--- config.mk ---
export PLATFORM = sky130hd
export DESIGN_NAME = sdpc_top
export DESIGN_NICKNAME = d
export VERILOG_FILES = /design/src/verilog/sdpc_pkg.sv /design/src/verilog/sdpc_sync2.sv /design/src/verilog/sdpc_top.sv
export SDC_FILE = /design/constraint.sdc
export NUM_CORES = 1
export LEC_CHECK = 0
export BUFFER_PORTS_ARGS = -buffer_cell sky130_fd_sc_hd__buf_2
export CAP_MARGIN = 20
export CORE_ASPECT_RATIO = 1.2
export CORE_MARGIN = 5
export CORE_UTILIZATION = 50
export DETAILED_ROUTE_END_ITERATION = 8
export GPL_ROUTABILITY_DRIVEN = 0
export PLACE_DENSITY = 0.75
export SKIP_CTS_REPAIR_TIMING = 1
export SYNTH_ARGS = -nofsm -noshare
export SYNTH_HDL_FRONTEND = slang
export SYNTH_SLANG_ARGS = --single-unit
--- constraint.sdc ---
create_clock -name clk -period 2.7 [get_ports clk]
set_input_delay 0.54 -clock clk [delete_from_list [all_inputs] [get_ports clk]]
set_output_delay 0.54 -clock clk [all_outputs]
set_load 0.02 [all_outputs]
--- src/verilog/sdpc_pkg.sv ---
// Purpose: shared constants and types of the sample clock divider and power control
// Assumes: one 50 MHz clock, register port decoded by the serial control port
// Notes: offsets are 8-bit register addresses
package sdpc_pkg;

    ////////////////////////////////////////////////////////////////////////////
    // register offsets
    localparam logic [7:0] PWR_MODE_ADDR = 8'h08;
    localparam logic [7:0] STAB_CTRL_ADDR = 8'h09;
    localparam logic [7:0] CLK_DIV_ADDR = 8'h0B;
    localparam logic [7:0] DIV_SYNC_ADDR = 8'h3A;

    ////////////////////////////////////////////////////////////////////////////
    // field positions
    localparam int PM_LSB = 0;
    localparam int PM_MSB = 1;
    localparam int SYNC_EN_BIT = 1;
    localparam int SYNC_ONCE_BIT = 2;
    localparam int STAB_EN_BIT = 0;
    localparam int STAB_LOCK_BIT = 7;
    localparam int DIV_LSB = 0;
    localparam int DIV_MSB = 2;

    ////////////////////////////////////////////////////////////////////////////
    // reset values
    localparam logic [1:0] PWR_MODE_RST = 2'h0;
    localparam logic [1:0] DIV_SYNC_RST = 2'h0;
    localparam logic STAB_EN_RST = 1'b1;
    localparam logic [2:0] CLK_DIV_RST = 3'h0;

    ////////////////////////////////////////////////////////////////////////////
    // power-mode field codes
    localparam logic [1:0] PM_NORMAL = 2'h0;
    localparam logic [1:0] PM_POWER_DOWN = 2'h1;
    localparam logic [1:0] PM_STANDBY = 2'h2;

    ////////////////////////////////////////////////////////////////////////////
    // timing
    localparam int CLK_PERIOD_NS = 20;
    localparam int STAB_RELOCK_NS = 1500;
    localparam int STAB_RELOCK_CYC_I = (STAB_RELOCK_NS + CLK_PERIOD_NS - 1) / CLK_PERIOD_NS;
    localparam logic [6:0] STAB_RELOCK_CYC = 7'(STAB_RELOCK_CYC_I);

    ////////////////////////////////////////////////////////////////////////////
    // power state, one-hot
    typedef enum logic [2:0] {
        SDPC_RUN = 3'b001,
        SDPC_STANDBY = 3'b010,
        SDPC_POWER_DOWN = 3'b100
    } sdpc_pstate_t;

endpackage : sdpc_pkg

--- src/verilog/sdpc_sync2.sv ---
// Purpose: two flip-flop synchroniser for pin levels
// Assumes: inputs are asynchronous levels
// Notes: the first stage feeds only the second
module sdpc_sync2 #(
    parameter int WIDTH = 1
) (
    input wire logic clk,
    input wire logic nrst,
    input wire logic [WIDTH-1:0] d,
    output logic [WIDTH-1:0] q
);

    logic [WIDTH-1:0] meta_reg;

    // two stages, reset low
    always_ff @(posedge clk or negedge nrst) begin
        if (!nrst) begin
            meta_reg <= '0;
            q <= '0;
        end else begin
            meta_reg <= d;
            q <= meta_reg;
        end
    end

endmodule : sdpc_sync2

--- src/verilog/sdpc_top.sv ---
// Purpose: input clock divider with sync re-alignment, duty-cycle stabilizer
//          control and power-mode control
// Assumes: clk is the sample clock; the register port comes from the serial
//          control port decoder on the same clock
// Notes: the analog stabilizer is modelled as a shaping of the divided clock
//
// Summary of operation
// - The sample clock is divided by any integer from 1 to 8.
// - Ratios 1 and 2 give the same clock with the stabilizer on or off; ratio 4 does not.
// - Two divider-sync bits select re-alignment on every sync or only the first after a write.
// - A qualifying sync returns the divider to its initial count.
// - The sync pin is synchronised into the clock domain before use.
// - With the stabilizer active the divided clock is high half the period at even ratios; odd ratios from 3 get the shorter half.
// - The stabilizer does not lock while the clock rate is below about 20 MHz.
// - While unlocked the stabilizer is bypassed and the raw duty cycle shows.
// - Power-down is entered by the power-mode field or a high power-down pin.
// - In power-down the output drivers are released to high impedance.
// - A low power-down pin returns the device to the mode set by the power-mode field.
// - Power-down switches off reference, reference buffer, bias and clock.
// - Standby keeps the reference and the serial link running.
module sdpc_top
    import sdpc_pkg::*;
(
    input wire logic clk,
    input wire logic nrst,
    input wire logic reg_wr,
    input wire logic reg_rd,
    input wire logic [7:0] reg_addr,
    input wire logic [7:0] reg_wdata,
    output logic [7:0] reg_rdata,
    input wire logic sync_pin,
    input wire logic power_down_pin,
    input wire logic clk_rate_low_pin,
    input wire logic clk_rate_change,
    output logic sample_en,
    output logic div_clk,
    output logic stabilizer_locked,
    output logic stabilizer_bypass,
    output logic out_drv_en,
    output logic ref_pwr_en,
    output logic bias_pwr_en,
    output logic int_clk_en,
    output logic link_run
);

    ////////////////////////////////////////////////////////////////////////////
    // helpers
    function automatic logic [2:0] high_len(input logic [2:0] sel);
        // high time in counts, half of sel plus one rounded down, at least one
        logic [3:0] r;
        r = {1'b0, sel} + 4'h1;
        high_len = (r[3:1] == 3'h0) ? 3'h1 : r[3:1];
    endfunction : high_len

    ////////////////////////////////////////////////////////////////////////////
    // declarations
    logic [1:0] pmode_reg;
    logic [1:0] dsync_reg;
    logic stab_en_reg;
    logic [2:0] div_sel_reg;
    logic armed_reg;
    logic sync_d_reg;
    logic [2:0] cnt_reg;
    logic [2:0] cnt_next;
    logic sample_en_reg;
    logic div_clk_reg;
    logic [6:0] lock_cnt_reg;
    logic [6:0] lock_cnt_next;
    logic [7:0] rdata_reg;
    sdpc_pstate_t pstate_reg;
    sdpc_pstate_t pstate_next;
    logic [2:0] pins_s;
    logic sync_s;
    logic pd_pin_s;
    logic rate_low_s;

    ////////////////////////////////////////////////////////////////////////////
    // pin synchronisers
    // sync, power-down and rate-low pin synchroniser
    sdpc_sync2 #(
        .WIDTH(3)
    ) u_sync (
        .clk(clk),
        .nrst(nrst),
        .d({clk_rate_low_pin, power_down_pin, sync_pin}),
        .q(pins_s)
    );

    assign sync_s = pins_s[0];
    assign pd_pin_s = pins_s[1];
    assign rate_low_s = pins_s[2];

    ////////////////////////////////////////////////////////////////////////////
    // register decode
    wire pm_wr = reg_wr && (reg_addr == PWR_MODE_ADDR);
    wire stab_wr = reg_wr && (reg_addr == STAB_CTRL_ADDR);
    wire div_wr = reg_wr && (reg_addr == CLK_DIV_ADDR);
    wire dsync_wr = reg_wr && (reg_addr == DIV_SYNC_ADDR);
    wire sync_en = dsync_reg[0];
    wire sync_once = dsync_reg[1];

    // register writes
    always_ff @(posedge clk or negedge nrst) begin
        if (!nrst) begin
            pmode_reg <= PWR_MODE_RST;
            dsync_reg <= DIV_SYNC_RST;
            stab_en_reg <= STAB_EN_RST;
            div_sel_reg <= CLK_DIV_RST;
        end else begin
            if (pm_wr) pmode_reg <= reg_wdata[PM_MSB:PM_LSB];
            if (dsync_wr) dsync_reg <= {reg_wdata[SYNC_ONCE_BIT], reg_wdata[SYNC_EN_BIT]};
            if (stab_wr) stab_en_reg <= reg_wdata[STAB_EN_BIT];
            if (div_wr) div_sel_reg <= reg_wdata[DIV_MSB:DIV_LSB];
        end
    end

    // read data, unmapped addresses read zero
    wire [7:0] rd_mux =
        (reg_addr == PWR_MODE_ADDR) ? {6'h00, pmode_reg} :
        (reg_addr == STAB_CTRL_ADDR) ? {stabilizer_locked, 6'h00, stab_en_reg} :
        (reg_addr == CLK_DIV_ADDR) ? {5'h00, div_sel_reg} :
        (reg_addr == DIV_SYNC_ADDR) ? {5'h00, dsync_reg, 1'b0} : 8'h00;

    always_ff @(posedge clk or negedge nrst) begin
        if (!nrst) rdata_reg <= 8'h00;
        else if (reg_rd) rdata_reg <= rd_mux;
    end

    assign reg_rdata = rdata_reg;

    ////////////////////////////////////////////////////////////////////////////
    // power state
    // power-down entry
    always_comb begin
        if (pd_pin_s || pmode_reg == PM_POWER_DOWN) pstate_next = SDPC_POWER_DOWN;
        else if (pmode_reg == PM_STANDBY) pstate_next = SDPC_STANDBY;
        else pstate_next = SDPC_RUN;
    end

    always_ff @(posedge clk or negedge nrst) begin
        if (!nrst) pstate_reg <= SDPC_RUN;
        else pstate_reg <= pstate_next;
    end

    wire pd_q = (pstate_reg == SDPC_POWER_DOWN);
    wire run_q = (pstate_reg == SDPC_RUN);
    assign out_drv_en = !pd_q;
    assign ref_pwr_en = !pd_q;
    assign link_run = !pd_q;
    assign int_clk_en = !pd_q;
    assign bias_pwr_en = run_q;

    ////////////////////////////////////////////////////////////////////////////
    // sync qualification
    wire sync_rise = sync_s && !sync_d_reg;
    wire sync_hit = sync_rise && sync_en && (!sync_once || armed_reg);

    // write arms the one-shot and wins over a same-cycle sync
    always_ff @(posedge clk or negedge nrst) begin
        if (!nrst) begin
            sync_d_reg <= 1'b0;
            armed_reg <= 1'b0;
        end else begin
            sync_d_reg <= sync_s;
            if (dsync_wr) armed_reg <= 1'b1;
            else if (sync_hit) armed_reg <= 1'b0;
        end
    end

    ////////////////////////////////////////////////////////////////////////////
    // divider
    // divide by sel plus one
    always_comb begin
        if (!run_q || sync_hit || cnt_reg >= div_sel_reg) cnt_next = 3'h0;
        else cnt_next = 3'(cnt_reg + 3'h1);
    end

    // ratios 1, 2 fine either way; ratio 4 is high one count in bypass, two shaped
    wire stab_active = stab_en_reg && stabilizer_locked;
    wire div_hi = stab_active ? (cnt_next < high_len(div_sel_reg)) : (cnt_next == 3'h0);

    always_ff @(posedge clk or negedge nrst) begin
        if (!nrst) begin
            cnt_reg <= 3'h0;
            sample_en_reg <= 1'b0;
            div_clk_reg <= 1'b0;
        end else begin
            cnt_reg <= cnt_next;
            sample_en_reg <= run_q && (cnt_next == 3'h0);
            div_clk_reg <= run_q && div_hi;
        end
    end

    assign sample_en = sample_en_reg;
    assign div_clk = div_clk_reg;
    assign stabilizer_bypass = !stab_active;

    ////////////////////////////////////////////////////////////////////////////
    // stabilizer lock model
    // no lock at low rate
    wire relock = clk_rate_change || div_wr || pd_q || !stab_en_reg || rate_low_s;

    always_comb begin
        if (relock) lock_cnt_next = 7'h00;
        else if (lock_cnt_reg == STAB_RELOCK_CYC) lock_cnt_next = lock_cnt_reg;
        else lock_cnt_next = 7'(lock_cnt_reg + 7'h01);
    end

    always_ff @(posedge clk or negedge nrst) begin
        if (!nrst) lock_cnt_reg <= 7'h00;
        else lock_cnt_reg <= lock_cnt_next;
    end

    assign stabilizer_locked = (lock_cnt_reg == STAB_RELOCK_CYC);
endmodule : sdpc_top

==> metrics.csv <==
stage,metric,value,unit
outcome,outcome,"finished, final reports clean",
place,port_buffers,31,
route,wl_per_cell,14.42,µm
critical_path,cpMostUsedCell,ha_1,
critical_path,crit_required,2.90,ns
sta,min_period,2.553,ns
sta,max_clock_freq,0.3917,GHz
sta,worst_slew_pin_slew,0.7414,ns
cts,root_buffer,clkbuf_8,
critical_path,cp_max_fo,4,
power,p_per_area,597.2,nW/µm²
critical_path,critPathLaunchType,flip-flop,
cts,cts_sinks,35,
layout,fin_cells,227,
flow_run,max-cap-violations,0,
critical_path,cp.arrival,2.75,ns
cts,insertion_delay,0.28,ns
global_routing,grt_pass1_vias,1250,
synthesis,synth_cells,156,
floorplanning,die_h,74.33,µm
global_routing,gr-total-overflow,0,
cts,cts.clk_slew.worst_paths,0.07,ns
cts,cts_tree,built,
synthesis,ys_ff_latch,35,
global_routing,antenna_found_initial,0,
layout,final_cell_mix,"dfrtp_1 (32), buf_2 (31), nor2_1 (15)",
route,first_pass_iters,4,
synthesis,synth_edf_count,0,
critical_path,cp_slowest_cell,dfrtp_1,
cts,cts_max_level,2,
layout,largest_reg_flops,7,
place,dp_slack,0.07447,ns
sta,hold_viol_final,0,
cts,cts_made_buffers,5,
critical_path,crit_chain,"inv_1, ha_1, nor3b_2, nor2_1, or3_4, nor2_2, ha_1, o21ai_0, nand2b_1, and3_1, a211oi_1",
sta,slew_headroom,50.57,%
critical_path,cpLargestDelayFamily,simple AND/OR/NAND/NOR gates,
place,dp.final_hpwl,2400,µm
synthesis,synth_area,1724,µm²
route,drt_iter0_drc,37,
floorplanning,die_x,63.61,µm
synthesis,yosysSeqAreaShare,50.94,%
route,final_antenna_net_count,0,
floorplanning,io_pins,41,
route,routed_via_density,5.524,
global_routing,track_usage,14.61,%
critical_path,path_class,reg2reg,
critical_path,path_buf_inv,1,
floorplanning,start_util,51.65,%
synthesis,asyncSetResetFlopFracSynth,100.0,%
sta,setup_slack,0.1470,ns
global_routing,grt_pass1_wl,5423,µm
route,wl,3273,µm
power,irDropWorstVdd,457.4,µV
layout,final_common_cell,dfrtp_1,
sta,setup_tns,0,ns
place,dp.cells,218,
power,p_leak,0.9723,nW
worst_hold_path,holdCritPathClass,in2async,
synthesis,synthFlopType,dfrtp_1,
cts,cts.path.max_buffers,2,
floorplanning,core.rowCount,23,
power,fin_total_pwr,1.214,mW
sta,finalCritPeriodShare,94.55,%
sta,finClkSkew,0.002761,ns
synthesis,syn_avg_cell_area,11.05,µm²
layout,area.growth.synth_to_final,17.92,%
layout,finalNetCount,221,
floorplanning,dieArea,4727,µm²
route,vias,1254,
sta,setup-violations-final,0,
layout,drive_above_1_share,32.63,%
synthesis,ys_warn_count,0,
synthesis,synth_cell_types,44,
route,drc,0,
sta,maxSlewViolCount,0,
critical_path,endpoint_kind,flip-flop,
critical_path,critPathMaxStageDelay,0.40,ns
global_routing,grt_max_degree,36,
layout,n_antenna_cell,0,
floorplanning,core,3338,µm²
## where the power goes
| part | internal (mW) | switching (mW) | total [mW] |
|---|---|---|---|
| Combinational | 0.0378 | 0.0597 | 0.0975 |
| Sequential | 0.547 | 0.0139 | 0.560 |
| Clock | 0.368 | 0.188 | 0.556 |
| Total | 0.952 | 0.262 | 1.21 |
## cell usage after synthesis, types with 3 or more instances
cell,count,area share (%)
xnor2_1,4,2.0
ha_1,8,5.8
nor2_1,17,3.7
xor2_1,4,2.0
nand3_1,8,2.3
inv_1,9,2.0
o21ai_0,5,1.5
dfrtp_1,33,48
nand2_1,6,1.3
a21oi_1,3,0.87
and3_1,5,1.8
buf_4,7,3.0
mux2_2,8,5.2
## worst paths after layout
check                                 end  cells past startpoint  slack [ns]          startpoint
setup / recovery                  div_clk                     11        0.15          cnt_reg[0]
hold / removal               reg_rdata[2]                      1        0.31                nrst
setup reg to reg                  div_clk                     11        0.15          cnt_reg[0]
hold reg to reg               u_sync.q[0]                      0        0.36  u_sync.meta_reg[0]
max in group asynchronous  div_sel_reg[0]                      1        1.87                nrst
min in group clk              u_sync.q[0]                      0        0.36  u_sync.meta_reg[0]
## through the flow
| step | cell area (µm²) | hold slack [ns] | utilization, % |
|---|---|---|---|
| 2_1_floorplan | 1735 | 0.2444 | - |
| 3_3_place_gp | 1873 | 0.3353 | 56.11 |
| 3_5_place_dp | 1873 | 0.3413 | 56.11 |
| 4_1_cts | 2009 | 0.3358 | 60.19 |
| 5_1_grt | 2033 | 0.3464 | 60.91 |
| 6_report | 2033 | 0.3133 | 60.91 |
## worst reg2reg max path, stage by stage (launching register included)
cell      delay (ns)
dfrtp_1         0.40
inv_1           0.08
ha_1            0.28
nor3b_2         0.20
nor2_1          0.10
or3_4           0.39
nor2_2          0.11
ha_1            0.23
o21ai_0         0.18
nand2b_1        0.08
and3_1          0.18
a211oi_1        0.22
## per-layer routing
metal | wire [µm] | vias up | part of all wire [%] | GRT usage, %
li1 | - | 601 | - | -
met2 | 1823 | 34 | 56 | 26.19
met3 | 164 | 5 | 5.0 | 4.079
met4 | 38 | 0 | 1.2 | 6.467
met5 | 0 | - | 0 | 0
met1 | 1247 | 614 | 38 | 16.23
## cell families (layout without fill, tap and decap cells)
family	count (synthesis)	count (layout)	share of synthesized area (%)
adder cells (fa/ha/maj)	8	8	5.806
buffers and inverters	19	50	6.095
flip-flops	35	35	50.94
other	1	4	0.2175
AO/OA/AOI/OAI	20	20	7.911
AND/OR/NAND/NOR	55	55	18.58
multiplexers	10	10	6.386
XOR/XNOR	8	8	4.063
## final cells by class
| cell class | instances | area [µm²] |
|---|---|---|
| Inverter | 9 | 33.78 |
| Clock buffer | 5 | 68.82 |
| Timing Repair Buffer | 33 | 170.2 |
| Tap cell | 37 | 46.29 |
| Fill cell | 271 | 1305 |
| Multi-Input combinational cell | 105 | 767.0 |
| Clock inverter | 3 | 67.56 |
| Sequential cell | 35 | 879.6 |
Note: power is estimated with default switching activity, not from simulation.
